===== src/include/pcd_pkg.sv =====
// package: constants, register map and types of the power control block
package pcd_pkg;
	// ----------------------------------------------------------------
	// timing
	// ----------------------------------------------------------------
	localparam int unsigned CLK_FREQ_HZ  = 25_000_000;
	localparam int unsigned DEB_TIME_US  = 10_000;
	localparam int unsigned DEB_CYCLES   = (DEB_TIME_US * (CLK_FREQ_HZ / 1_000_000));
	localparam int unsigned DEB_W        = 18;
	// ----------------------------------------------------------------
	// register map (byte addresses)
	// ----------------------------------------------------------------
	localparam logic [7:0] ADDR_CONFIG  = 8'h00;
	localparam logic [7:0] ADDR_DUTY    = 8'h04;
	localparam logic [7:0] ADDR_ALMLVL  = 8'h08;
	localparam logic [7:0] ADDR_STATUS  = 8'h0C;
	localparam logic [7:0] ADDR_RESULT  = 8'h10;
	// ----------------------------------------------------------------
	// reset values and field layout
	// ----------------------------------------------------------------
	localparam logic [7:0] CONFIG_RST   = 8'h00;
	localparam logic [9:0] DUTY_FULL    = 10'h3E8;
	localparam logic [7:0] ALMLVL_RST   = 8'h55;
	localparam int unsigned NUM_ALARMS  = 10;
	localparam int unsigned ASSIGN_BASE = 6;
	localparam logic [9:0] ALARM_REV_MASK = 10'h007;
	localparam logic [7:0] FW_REV       = 8'h11;
	localparam logic [7:0] FW_REV_CLEAR = 8'h11;
	localparam int unsigned STAT_METHOD = 10;
	localparam int unsigned STAT_MANUAL = 12;
	localparam int unsigned STAT_SOURCE = 13;
	localparam int unsigned STAT_MODEL  = 15;
	localparam int unsigned RES_OUT     = 16;

	typedef enum logic [1:0] {
		EVFN_NONE   = 2'b00,
		EVFN_METHOD = 2'b01,
		EVFN_AUTOMAN = 2'b10
	} pcd_evfn_t;

	typedef enum logic [1:0] {
		METHOD_PHASE = 2'b00,
		METHOD_CYCLE = 2'b01,
		METHOD_CC    = 2'b10
	} pcd_method_t;

	typedef enum logic [1:0] {
		SRC_LINEAR = 2'b00,
		SRC_COMMS  = 2'b01,
		SRC_EXTRES = 2'b10,
		SRC_KEY    = 2'b11
	} pcd_src_t;

	typedef struct packed {
		logic      autoSrc;
		logic      extDutyEnable;
		logic      manualSourceSelect;
		logic      mainSettingDefaultSource;
		logic      phaseModeCc;
		logic      controlMethodParam;
		pcd_evfn_t eventInputFunctionSelect;
	} pcd_cfg_t;
endpackage : pcd_pkg


===== src/core/pcd_power_ctrl.sv =====
// power controller: event/reset contact inputs, alarm latch, duty arithmetic, apb registers
`timescale 1ns/100ps
module pcd_power_ctrl #(
	parameter int unsigned DEB_CYCLES = pcd_pkg::DEB_CYCLES
) (
	input  wire logic        clock,
	input  wire logic        resetn,
	input  wire logic        ce,
	input  wire logic        psel,
	input  wire logic        penable,
	input  wire logic        pwrite,
	input  wire logic [7:0]  paddr,
	input  wire logic [31:0] pwdata,
	output logic      [31:0] prdata,
	output logic             pready,
	output logic             pslverr,
	input  wire logic        eventContact,
	input  wire logic        resetContact,
	input  wire logic        ccModelStrap,
	input  wire logic [9:0]  nvDutyIn,
	input  wire logic        keyDutyWe,
	input  wire logic [9:0]  keyDutyData,
	input  wire logic        enterResetKey,
	input  wire logic [9:0]  extDutyValue,
	input  wire logic [9:0]  inputValue,
	input  wire logic [9:0]  baseUpValue,
	input  wire logic [9:0]  alarmDetect,
	output logic      [1:0]  controlMethod,
	output logic             manualMode,
	output logic      [1:0]  inputSource,
	output logic             methodParamVisible,
	output logic      [9:0]  effDuty,
	output logic      [9:0]  outValue,
	output logic             alarmOutputFirst,
	output logic             alarmOutputSecond,
	output logic             loadStop,
	output logic             nvWe,
	output logic      [9:0]  nvData
);
	// ----------------------------------------------------------------
	// helpers
	// ----------------------------------------------------------------
	// scale a by b, both in tenths of a percent, clamped to full scale
	function automatic logic [9:0] mulScale(input logic [9:0] a, input logic [9:0] b);
		logic [19:0] prod;
		logic [19:0] q;
		prod = 20'(a) * 20'(b);
		q = prod / 20'(pcd_pkg::DUTY_FULL);
		mulScale = (q > 20'(pcd_pkg::DUTY_FULL)) ? pcd_pkg::DUTY_FULL : q[9:0];
	endfunction : mulScale

	// ----------------------------------------------------------------
	// state
	// ----------------------------------------------------------------
	pcd_pkg::pcd_cfg_t cfg_r;
	logic [9:0]        duty_r;
	logic [7:0]        almLvl_r;
	logic [9:0]        alarm_r;
	logic              ccModel_r;
	logic              strapDone_r;
	logic              defaultManual_r;
	logic [1:0]        sync1_r;
	logic [1:0]        sync2_r;
	logic [1:0]        deb_r;
	logic [pcd_pkg::DEB_W-1:0] debCnt_r [2];
	logic              resetPrev_r;
	logic [31:0]       prdata_r;
	logic              pready_r;
	logic              pslverr_r;
	logic [1:0]        method_r;
	logic              manual_r;
	logic [1:0]        source_r;
	logic              visible_r;
	logic [9:0]        effDuty_r;
	logic [9:0]        outValue_r;
	logic              alarm_output_first_r;
	logic              alarm_output_second_r;
	logic              nvWe_r;

	// ----------------------------------------------------------------
	// contact inputs
	// ----------------------------------------------------------------
	always_ff @(posedge clock or negedge resetn)
	begin
		if (!resetn)
		begin
			sync1_r <= 2'h0;
			sync2_r <= 2'h0;
		end
		else if (ce)
		begin
			sync1_r <= {resetContact, eventContact};
			sync2_r <= sync1_r;
		end
	end

	// a level must hold for the whole window; bounce restarts the count
	always_ff @(posedge clock or negedge resetn)
	begin
		if (!resetn)
		begin
			deb_r       <= 2'h0;
			debCnt_r[0] <= '0;
			debCnt_r[1] <= '0;
			resetPrev_r <= 1'b0;
		end
		else if (ce)
		begin
			for (int i = 0; i < 2; i++)
			begin
				if (sync2_r[i] == deb_r[i])
					debCnt_r[i] <= '0;
				else if (debCnt_r[i] >= pcd_pkg::DEB_W'(DEB_CYCLES - 1))
				begin
					deb_r[i]    <= sync2_r[i];
					debCnt_r[i] <= '0;
				end
				else
					debCnt_r[i] <= debCnt_r[i] + 1'b1;
			end
			resetPrev_r <= deb_r[1];
		end
	end

	logic clearPulse;
	assign clearPulse = deb_r[1] && !resetPrev_r;

	// ----------------------------------------------------------------
	// strap and applied default
	// ----------------------------------------------------------------
	always_ff @(posedge clock or negedge resetn)
	begin
		if (!resetn)
		begin
			ccModel_r       <= 1'b0;
			strapDone_r     <= 1'b0;
			defaultManual_r <= 1'b0;
		end
		else if (ce)
		begin
			if (!strapDone_r)
			begin
				ccModel_r   <= ccModelStrap;
				strapDone_r <= 1'b1;
			end
			if (!strapDone_r || enterResetKey)
				defaultManual_r <= cfg_r.mainSettingDefaultSource;
		end
	end

	// ----------------------------------------------------------------
	// apb slave, one wait state
	// ----------------------------------------------------------------
	logic       access;
	logic       commit;
	logic [2:0] fnWr;
	logic       errNxt;
	logic [31:0] rdNxt;
	pcd_pkg::pcd_cfg_t cfgWr;
	assign access = psel && penable && !pready_r;
	assign commit = psel && penable && pready_r && pwrite && !pslverr_r;
	assign cfgWr  = pcd_pkg::pcd_cfg_t'(pwdata[7:0]);

	always_comb
	begin
		errNxt = 1'b0;
		rdNxt  = 32'h0000_0000;
		fnWr   = 3'h0;
		unique case (paddr)
			pcd_pkg::ADDR_CONFIG:
			begin
				rdNxt = {24'h00_0000, cfg_r};
				if (pwrite)
				begin
					if (cfgWr.eventInputFunctionSelect == 2'b11)
						errNxt = 1'b1;
					if (!ccModel_r && cfgWr.eventInputFunctionSelect != pcd_pkg::EVFN_NONE)
						errNxt = 1'b1;
					if (cfg_r.eventInputFunctionSelect == pcd_pkg::EVFN_METHOD &&
						cfgWr.controlMethodParam != cfg_r.controlMethodParam)
						errNxt = 1'b1;
				end
			end
			pcd_pkg::ADDR_DUTY:
			begin
				rdNxt = {22'h00_0000 & 22'h3F_FFFF, duty_r};
				if (pwrite && (!ccModel_r || pwdata[9:0] > pcd_pkg::DUTY_FULL))
					errNxt = 1'b1;
			end
			pcd_pkg::ADDR_ALMLVL:
				rdNxt = {24'h00_0000, almLvl_r};
			pcd_pkg::ADDR_STATUS:
			begin
				rdNxt = {16'h0000, ccModel_r, source_r, manual_r, method_r, alarm_r};
				errNxt = pwrite;
			end
			pcd_pkg::ADDR_RESULT:
			begin
				rdNxt = {6'h00, outValue_r, 6'h00, effDuty_r};
				errNxt = pwrite;
			end
			default:
				errNxt = 1'b1;
		endcase
	end

	always_ff @(posedge clock or negedge resetn)
	begin
		if (!resetn)
		begin
			prdata_r  <= 32'h0000_0000;
			pready_r  <= 1'b0;
			pslverr_r <= 1'b0;
		end
		else if (ce)
		begin
			pready_r  <= access;
			pslverr_r <= access && errNxt;
			prdata_r  <= (access && !pwrite && !errNxt) ? rdNxt : 32'h0000_0000;
		end
	end

	// ----------------------------------------------------------------
	// configuration registers
	// ----------------------------------------------------------------
	always_ff @(posedge clock or negedge resetn)
	begin
		if (!resetn)
		begin
			cfg_r    <= pcd_pkg::pcd_cfg_t'(pcd_pkg::CONFIG_RST);
			almLvl_r <= pcd_pkg::ALMLVL_RST;
		end
		else if (ce && commit)
		begin
			if (paddr == pcd_pkg::ADDR_CONFIG)
				cfg_r <= cfgWr;
			if (paddr == pcd_pkg::ADDR_ALMLVL)
				almLvl_r <= pwdata[7:0];
		end
	end

	// internal duty; the copy reloads from non-volatile storage at start-up
	always_ff @(posedge clock or negedge resetn)
	begin
		if (!resetn)
		begin
			duty_r <= pcd_pkg::DUTY_FULL;
			nvWe_r <= 1'b0;
		end
		else if (ce)
		begin
			nvWe_r <= 1'b0;
			if (!strapDone_r)
				duty_r <= (nvDutyIn > pcd_pkg::DUTY_FULL) ? pcd_pkg::DUTY_FULL : nvDutyIn;
			else if (keyDutyWe && keyDutyData <= pcd_pkg::DUTY_FULL)
			begin
				duty_r <= keyDutyData;
				nvWe_r <= 1'b1;
			end
			else if (commit && paddr == pcd_pkg::ADDR_DUTY)
			begin
				duty_r <= pwdata[9:0];
				nvWe_r <= 1'b1;
			end
		end
	end

	// ----------------------------------------------------------------
	// alarms
	// ----------------------------------------------------------------
	logic [9:0] detEnable;
	logic [9:0] lvl1;
	logic [9:0] lvl2;
	logic [9:0] clearMask;
	always_comb
	begin
		detEnable = 10'h3FF;
		lvl1      = 10'h3FF;
		lvl2      = 10'h000;
		for (int k = 0; k < 4; k++)
		begin
			// level 3 is not defined; it behaves as level 0
			lvl1[pcd_pkg::ASSIGN_BASE + k]      = (almLvl_r[2*k +: 2] == 2'b01);
			lvl2[pcd_pkg::ASSIGN_BASE + k]      = (almLvl_r[2*k +: 2] == 2'b10);
			detEnable[pcd_pkg::ASSIGN_BASE + k] = almLvl_r[2*k] ^ almLvl_r[2*k+1];
		end
		clearMask = (pcd_pkg::FW_REV >= pcd_pkg::FW_REV_CLEAR) ? 10'h3FF
			: ~pcd_pkg::ALARM_REV_MASK;
	end

	// a fresh detection in the clearing cycle stays latched
	always_ff @(posedge clock or negedge resetn)
	begin
		if (!resetn)
			alarm_r <= 10'h000;
		else if (ce)
			alarm_r <= ((clearPulse ? (alarm_r & ~clearMask) : alarm_r)
				| (alarmDetect & detEnable)) & detEnable;
	end

	// ----------------------------------------------------------------
	// selection and duty arithmetic
	// ----------------------------------------------------------------
	pcd_pkg::pcd_evfn_t fnEff;
	logic [9:0] extUsed;
	logic [9:0] effNxt;
	logic [10:0] sumNxt;
	always_comb
	begin
		fnEff = ccModel_r ? cfg_r.eventInputFunctionSelect : pcd_pkg::EVFN_NONE;
		extUsed = cfg_r.extDutyEnable ? extDutyValue : pcd_pkg::DUTY_FULL;
		effNxt = mulScale(duty_r, extUsed);
		sumNxt = 11'(mulScale(effNxt, inputValue)) + 11'(baseUpValue);
	end

	always_ff @(posedge clock or negedge resetn)
	begin
		if (!resetn)
		begin
			method_r  <= pcd_pkg::METHOD_PHASE;
			manual_r  <= 1'b0;
			source_r  <= pcd_pkg::SRC_LINEAR;
			visible_r <= 1'b1;
		end
		else if (ce)
		begin
			if (ccModel_r && cfg_r.phaseModeCc)
				method_r <= pcd_pkg::METHOD_CC;
			else if (fnEff == pcd_pkg::EVFN_METHOD)
				method_r <= deb_r[0] ? pcd_pkg::METHOD_CYCLE : pcd_pkg::METHOD_PHASE;
			else
				method_r <= cfg_r.controlMethodParam ? pcd_pkg::METHOD_CYCLE
					: pcd_pkg::METHOD_PHASE;
			if (fnEff == pcd_pkg::EVFN_AUTOMAN)
			begin
				manual_r <= deb_r[0];
				source_r <= deb_r[0] ? (cfg_r.manualSourceSelect ? pcd_pkg::SRC_KEY
					: pcd_pkg::SRC_EXTRES) : (cfg_r.autoSrc ? pcd_pkg::SRC_COMMS
					: pcd_pkg::SRC_LINEAR);
			end
			else
			begin
				manual_r <= defaultManual_r;
				source_r <= defaultManual_r ? (cfg_r.manualSourceSelect ? pcd_pkg::SRC_KEY
					: pcd_pkg::SRC_EXTRES) : (cfg_r.autoSrc ? pcd_pkg::SRC_COMMS
					: pcd_pkg::SRC_LINEAR);
			end
			visible_r <= (fnEff != pcd_pkg::EVFN_METHOD);
		end
	end

	always_ff @(posedge clock or negedge resetn)
	begin
		if (!resetn)
		begin
			effDuty_r  <= pcd_pkg::DUTY_FULL;
			outValue_r <= 10'h000;
			alarm_output_first_r   <= 1'b0;
			alarm_output_second_r   <= 1'b0;
		end
		else if (ce)
		begin
			effDuty_r  <= effNxt;
			outValue_r <= (sumNxt > 11'(pcd_pkg::DUTY_FULL)) ? pcd_pkg::DUTY_FULL
				: sumNxt[9:0];
			alarm_output_first_r   <= |(alarm_r & lvl1);
			alarm_output_second_r   <= |(alarm_r & lvl2);
		end
	end

	assign prdata             = prdata_r;
	assign pready             = pready_r;
	assign pslverr            = pslverr_r;
	assign controlMethod      = method_r;
	assign manualMode         = manual_r;
	assign inputSource        = source_r;
	assign methodParamVisible = visible_r;
	assign effDuty            = effDuty_r;
	assign outValue           = outValue_r;
	assign alarmOutputFirst   = alarm_output_first_r;
	assign alarmOutputSecond  = alarm_output_second_r;
	assign loadStop           = alarm_output_first_r;
	assign nvWe               = nvWe_r;
	assign nvData             = duty_r;

	// ----------------------------------------------------------------
	// checks
	// ----------------------------------------------------------------
	a_method_write_err: assert property (@(posedge clock) disable iff (!resetn)
		(ce && access && pwrite && paddr == pcd_pkg::ADDR_CONFIG
		&& cfg_r.eventInputFunctionSelect == pcd_pkg::EVFN_METHOD
		&& pwdata[2] != cfg_r.controlMethodParam) |=> pslverr)
		else $error("method write not rejected");
	a_std_fn_err: assert property (@(posedge clock) disable iff (!resetn)
		(ce && access && pwrite && paddr == pcd_pkg::ADDR_CONFIG && !ccModel_r
		&& pwdata[1:0] != 2'b00) |=> pslverr)
		else $error("standard model accepted selector");
	a_cc_overrides: assert property (@(posedge clock) disable iff (!resetn)
		(ce && ccModel_r && cfg_r.phaseModeCc) |=> (!ce || controlMethod == pcd_pkg::METHOD_CC))
		else $error("constant current not applied");
	a_event_method: assert property (@(posedge clock) disable iff (!resetn)
		(ce && !(ccModel_r && cfg_r.phaseModeCc) && fnEff == pcd_pkg::EVFN_METHOD)
		|=> (!ce || controlMethod == {1'b0, $past(deb_r[0])}))
		else $error("event contact method wrong");
	a_event_manual: assert property (@(posedge clock) disable iff (!resetn)
		(ce && fnEff == pcd_pkg::EVFN_AUTOMAN) |=> (!ce || manualMode == $past(deb_r[0])))
		else $error("auto/manual not following contact");
	a_manual_source: assert property (@(posedge clock) disable iff (!resetn)
		(ce && manual_r == 1'b1 && !cfg_r.manualSourceSelect && $stable(cfg_r) && $stable(deb_r))
		|=> (!ce || inputSource == pcd_pkg::SRC_EXTRES || !manualMode))
		else $error("manual source wrong");
	a_alarm_clear: assert property (@(posedge clock) disable iff (!resetn)
		(ce && clearPulse && !(|alarmDetect)) |=> (!ce || alarm_r == 10'h000))
		else $error("alarms not cleared");
	a_alarm_hold: assert property (@(posedge clock) disable iff (!resetn)
		(ce && (alarmDetect[3] || (alarm_r[3] && !clearPulse)))
		|=> (!ce || alarm_r[3]) ##1 (!ce || loadStop))
		else $error("fatal alarm did not stop load");
	a_ext_disabled: assert property (@(posedge clock) disable iff (!resetn)
		(ce && !cfg_r.extDutyEnable && $stable(duty_r)) |=> (!ce || effDuty == $past(duty_r)))
		else $error("external duty used while disabled");
	a_debounce_hold: assert property (@(posedge clock) disable iff (!resetn)
		(ce && $changed(deb_r[0])) |-> $past(sync2_r[0]) == deb_r[0])
		else $error("debounce took unstable level");
endmodule : pcd_power_ctrl


===== config.mk =====
export PLATFORM = sky130hd
export DESIGN_NAME = pcd_power_ctrl
export DESIGN_NICKNAME = d
export VERILOG_FILES = /design/src/include/pcd_pkg.sv /design/src/core/pcd_power_ctrl.sv
export SDC_FILE = /design/constraint.sdc
export NUM_CORES = 1
export LEC_CHECK = 0
export ABC_AREA = 1
export BUFFER_PORTS_ARGS = -buffer_cell sky130_fd_sc_hd__clkbuf_2
export CAP_MARGIN = 15
export CORE_MARGIN = 2
export CORE_UTILIZATION = 40
export CTS_CLUSTER_SIZE = 10
export DETAILED_ROUTE_END_ITERATION = 12
export GPL_TIMING_DRIVEN = 0
export PLACE_DENSITY = 0.6
export SYNTH_ARGS = -nofsm -noshare
export SYNTH_HDL_FRONTEND = slang
export SYNTH_SLANG_ARGS = --single-unit
export TNS_END_PERCENT = 5

===== constraint.sdc =====
create_clock -name clock -period 19.57 [get_ports clock]
set_clock_uncertainty 0.15 [all_clocks]
set_input_delay 1.957 -clock clock [delete_from_list [all_inputs] [get_ports clock]]
set_output_delay 1.957 -clock clock [all_outputs]
set_load 0.05 [all_outputs]

; Yosys cells after proc, flatten, opt, wreduce, memory -nomap -nowiden
; Index checks and enable logic that the tools add are counted.
[word_totals]
regBits = 145
input_bits = 111
out_inout_bits = 74
elab_cells = 152
[op_classes]
add_sub_neg = 3
mul = 2
div_mod_pow = 2
n_lt_le_gt_ge = 8
n_eq_ne = 21
n_mux = 35
bitwise_logic = 12
n_reduce_logical = 37
[op_table]
columns = cell, n
row1 = $pmux W26 S5, 1
row2 = $mux W10, 9
row3 = $mux W18, 4
row4 = $and A10 B10 Y10, 4
row5 = $div A20 B10 Y20 const B, 2
row6 = $gt A20 B10 Y1 const B, 2
row7 = $mul A10 B10 Y20, 2
row8 = $add A18 B1 Y18 const B, 2
row9 = $ge A18 B18 Y1 const B, 2
row10 = $mux W32, 1
row11 = $gt A10 B10 Y1 const B, 2
row12 = $reduce_or A10 Y1, 2
row13 = $eq A8 B4 Y1 const B, 2
row14 = $logic_and A1 B1 Y1, 16
row15 = $mux W1, 14
row16 = $eq A2 B1 Y1 const B, 6
row17 = $eq A2 B2 Y1 const B, 6
row18 = $add A10 B10 Y11, 1
row19 = $gt A11 B10 Y1 const B, 1
row20 = $le A10 B10 Y1 const B, 1
row21 = $mux W2, 5
row22 = $or A10 B10 Y10, 1
row23 = $reduce_and A2 Y1, 5
row24 = $eq A8 B3 Y1 const B, 1
row25 = 14 further kinds, 28

; Depth between registers and ports, before layout
[depth]
depth_word = 12
mapped_depth = 188
depth_no_buf = 186

; Worst setup path after synthesis
; OpenSTA, ideal clock, no wires.
[synth_path]
path_type = input port to flip-flop
start = input extDutyValue[8]
end = register outValue_r[0], in the netlist outValue[0]
setup_time_ps = 132
arrival_ps = 22323
required_ps = 19288
slack_ps = -3034
stages = 161
n_path_buf = 3
path_cell_list = nor2_1 > inv_1 > nand2_1 > fa_1 > fa_1 > inv_1 > fa_1 > fa_1 > fa_1 > ha_1 > nand2_1 > inv_2 > a21oi_1 > nand2_2 > nand2_1 > nand2_1 > nand2_1 > nand2_1 > [125 not listed] > nand2_1 > a21oi_2 > nand3_1 > and2_1 > nor2_1 > ha_1 > fa_1 > a21oi_1 > o21bai_1 > a21oi_1 > o21ai_0 > a21oi_1 > o21ai_0 > xnor2_1 > o41ai_1 > clkinv_1 > nand3_1 > o21ai_0
[synth_between]
elab_chain_cells = 12
[synth_lines]
columns = element, line_no
row1 = from (decl), pcd_power_ctrl.sv:24  ; input wire logic [9:0] extDutyValue,
row2 = $mux W10 (*), pcd_power_ctrl.sv:311  ; extUsed = cfg_r.extDutyEnable ? extDutyValue : pcd_pkg::DUTY_FULL;
row3 = $mul A10 B10 Y20 (*), pcd_power_ctrl.sv:47  ; prod = 20'(a) * 20'(b);
row4 = $div A20 B10 Y20 (*), pcd_power_ctrl.sv:48  ; q = prod / 20'(pcd_pkg::DUTY_FULL);
row5 = $gt A20 B10 Y1, pcd_power_ctrl.sv:49  ; mulScale = (q > 20'(pcd_pkg::DUTY_FULL)) ? pcd_pkg::DUTY_FULL : q[9:0];
row6 = $mux W10 (*), pcd_power_ctrl.sv:49
row7 = $mul A10 B10 Y20 (*), pcd_power_ctrl.sv:47
row8 = $div A20 B10 Y20 (*), pcd_power_ctrl.sv:48
row9 = $gt A20 B10 Y1, pcd_power_ctrl.sv:49
row10 = $mux W10 (*), pcd_power_ctrl.sv:49
row11 = $add A10 B10 Y11 (*), pcd_power_ctrl.sv:313  ; sumNxt = 11'(mulScale(effNxt, inputValue)) + 11'(baseUpValue);
row12 = $gt A11 B10 Y1, pcd_power_ctrl.sv:364  ; outValue_r <= (sumNxt > 11'(pcd_pkg::DUTY_FULL)) ? pcd_pkg::DUTY_FULL
row13 = $mux W10 (*), pcd_power_ctrl.sv:364
row14 = to (signal assigned), pcd_power_ctrl.sv:364
row15 = to (decl), pcd_power_ctrl.sv:75  ; logic [9:0] outValue_r;
; Mark *: on every way between the ends. The rest lies on a longest branch, timed or not.
; A chain may end at the register's enable or synchronous reset.

; Final worst setup path
[layout_path]
start = input extDutyValue[9]
end = register outValue_r[5], in the netlist outValue[5]
; The elaborated chain is that of the path after synthesis.

==> results_dict.tcl <==
set metrics [dict create \
    antenna_violations_before_repair 2 \
    ys_seq_elements 137 \
    die-height_um 219 \
    clock_tree_from_tritoncts "done" \
    die_area_mm2 0.0480 \
    finalSetupViolCount 10 \
    avg_cell_area_syn_um2 6.71 \
    wl_met1_um 25000 \
    floorplan.io_pins 185 \
    hpwl_um 43600 \
    outcome "complete, but fails checks" \
    cts.path.max_buffers 2 \
    die_x_um 219 \
    seq_area_frac_synth_pct 18.6 \
    numCtsBuffers 17 \
    top_layer "met4" \
    cts.htree.levels 4 \
    synth.distinct_cells 65 \
    gr-usage-all-layers_pct 23.4 \
    grt_first_pass_wirelength_um 91900 \
    violations "negative setup slack" \
    placeable_core_area_mm2 0.0455 \
    leading_register_cell_type_out_of_synthesis "dfrtp_1" \
    area_delta_synth_final_pct 29.9 \
    min_path_cells 2 \
    hold_viol_final 0 \
    clock-root-buffer "clkbuf_16" \
    critPathRequiredTime_ns 19.74 \
    row_count 78 \
    post-route-drc-count 0 \
    crit_path_end_kind "flip-flop" \
    vias 19200 \
    clock_sink_count 137 \
    max_freq_mhz 42.4 \
    crit_path_max_incr_delay_ns 0.61 \
    grt_start_max_net_pins 73 \
    dr.first_iter.drc_count 1253 \
    timing.critical_path.from_type "input pin" \
    timing_max_transition_violations_final 0 \
    total_congestion_overflow 0 \
    numPortBuffers 155 \
    average_via_count_per_standard_cell 5.17 \
    antenna_nets_post_route 0 \
    timing.final.ws_setup_ns -3.99 \
    worst_hold_margin_ns 0.329 \
    route.final.wire_length_um 56900 \
    critPathArrivalTime_ns 23.73 \
    synthArstFlopShare_pct 100 \
    detail_route.wl_per_cell_um 15.3 \
    globalplace.congestion 0.914 \
    clkSlewWorstSetupHoldPaths_ns 0.06 \
    final_min_period_over_clock_period_pct 120 \
    route.met3.wl_um 3110 \
    worstHoldPathType "flip-flop to flip-flop" \
    grt_pass1_vias 18900 \
    setup.worst_path.class "input pin to flip-flop" \
    drv.max_cap_violation_count 0 \
    r2r.worst_path.cells 156 \
    final.min_clock_period_ns 23.56 \
    initial_utilization_pct 40.7 \
    design.final.nets 3465 \
    cpMaxStageDelayCell "fa_2" \
    grt_setup_unrepaired "yes" \
    critical_path_fanouts_max 9 \
    drive_gt1_share_pct 28.4 \
    netlist_instances 2755 \
    crit_top_cell "nand2_2" \
    worst_pin_slew_ns 0.994 \
    clock_insertion_delay_worst_skew_ns 0.43 \
    synth_edf_count 0 \
    post_synth_instance_area_mm2 0.0185 \
    yosys_warnings 0 \
    max-slew-margin-rel_pct 33.2 \
    detailroute.wirelength.met2_um 27500 \
    dr.pass1.iters 6 \
]
==> flip-flops by register name, summed over array words and instances (netlist names), 2 cells and up <==
name	count
alarm_r	10
prdata	25
outValue	10
debCnt_r	36
almLvl_r	8
sync1_r	2
effDuty	10
controlMethod	2
cfg_r	8
sync2_r	2
nvData	10
deb_r	2
==> critical path: cells and delay by family <==
kind / cells / cell delay (ns)
and+or+nand+nor: 92 / 9.16
adders and majority gates: 14 / 6.28
xor gates and xnor gates: 1 / 0.19
AOI/OAI and AO/OA: 21 / 3.38
buffers and inverters: 27 / 2.68
==> synthesized netlist by cell type, drive strengths merged (9+ instances only) <==
cell | instances | area (um2)
dfstp | 17 | 447
a211oi | 11 | 82.6
nand4 | 27 | 200
o21ai | 151 | 763
nor2 | 286 | 1130
o22ai | 27 | 169
nand2 | 788 | 3150
inv | 509 | 1910
fa | 125 | 2500
a31oi | 14 | 87.6
nand3 | 206 | 1100
xor2 | 53 | 464
buf | 16 | 119
xnor2 | 12 | 105
o21bai | 13 | 135
o211ai | 9 | 72.6
clkbuf | 26 | 98.8
nor3 | 23 | 120
dfrtp | 120 | 3000
nand3b | 16 | 133
ha | 130 | 1630
a21oi | 103 | 534
==> layout make-up <==
class	instances	area [um2]
sequential	137	3450
antenna	2	5.00
clock buffer	19	443
timing repair buffer	319	2080
multi-input combinational	2065	14900
inverter	517	1970
buffer	42	231
tap	600	751
clock inverter	13	169
fill	4400	21400
==> worst paths after layout <==
path                                                     start                             end  slack (ns)
worst min register to register  methodParamVisible$_DFFE_PN1P_  methodParamVisible$_DFFE_PN1P_        0.33
min in group asynchronous                               resetn          prdata[11]$_DFFE_PN0P_        1.38
worst max-delay path                           extDutyValue[9]         outValue[5]$_DFFE_PN0P_       -3.99
worst min-delay path            methodParamVisible$_DFFE_PN1P_  methodParamVisible$_DFFE_PN1P_        0.33
max in group asynchronous                               resetn          effDuty[7]$_DFFE_PN1P_       17.09
worst max register to register            cfg_r[6]$_DFFE_PN0P_         outValue[5]$_DFFE_PN0P_       -3.67
==> cells by family (layout without fill, tap and decap cells) <==
logic type               count (synthesis)  count (layout)  share of synthesized area (%)
adder cells (fa/ha/maj)                255             255                           22.3
flip-flops                             137             137                           18.6
other                                    1               8                         0.0203
multiplexers                             2               2                          0.108
XOR/XNOR                                65              65                           3.08
AO/OA/AOI/OAI                          373             373                           12.1
buffers and inverters                  559             910                           11.7
AND/OR/NAND/NOR                       1363            1364                           32.1
==> repair_timing <==
action,in CTS,in global routing
setup endpoints to repair,10,10
pin swaps,124,170
hold buffers,0,0
gates cloned,2,0
gates resized for setup,208,276
buffers inserted,99,62
endpoints found under the hold margin,0,0
==> cells in the final DEF, fill, tap and decap left out, types with 112 or more instances in the layout <==
| master | count |
|---|---|
| buf_4 | 165 |
| clkbuf_2 | 155 |
| dfrtp_1 | 120 |
| fa_1 | 122 |
| ha_1 | 112 |
| inv_1 | 440 |
| nand2_1 | 596 |
| nand2_2 | 127 |
| nand3_1 | 143 |
| nor2_1 | 205 |
| o21ai_0 | 117 |
==> per-stage QoR <==
step / setup WS, ns / area, um2 / utilization (%) / cells / setup TNS [ns]
2_1_floorplan: -2.44 / 18700 / - / 2760 / -23.96
3_3_place_gp: -5.69 / 20300 / 44.5 / 3515 / -56.08
3_5_place_dp: -6.13 / 20300 / 44.6 / 3517 / -60.24
4_1_cts: -3.80 / 22500 / 49.5 / 3650 / -37.38
5_1_grt: -5.52 / 24000 / 52.9 / 3714 / -54.43
6_report: -3.99 / 24000 / 52.9 / 3714 / -39.32
==> routing by layer <==
metal | vias to the layer above | global-route usage (%)
li1 | 9433 | -
met1 | 9120 | 31.0
met2 | 573 | 40.6
met3 | 89 | 2.54
met4 | 0 | 6.17
met5 | - | 0
Power is not shown: default switching activity piles up to over one toggle a cycle in this logic, so the estimate is an artifact.
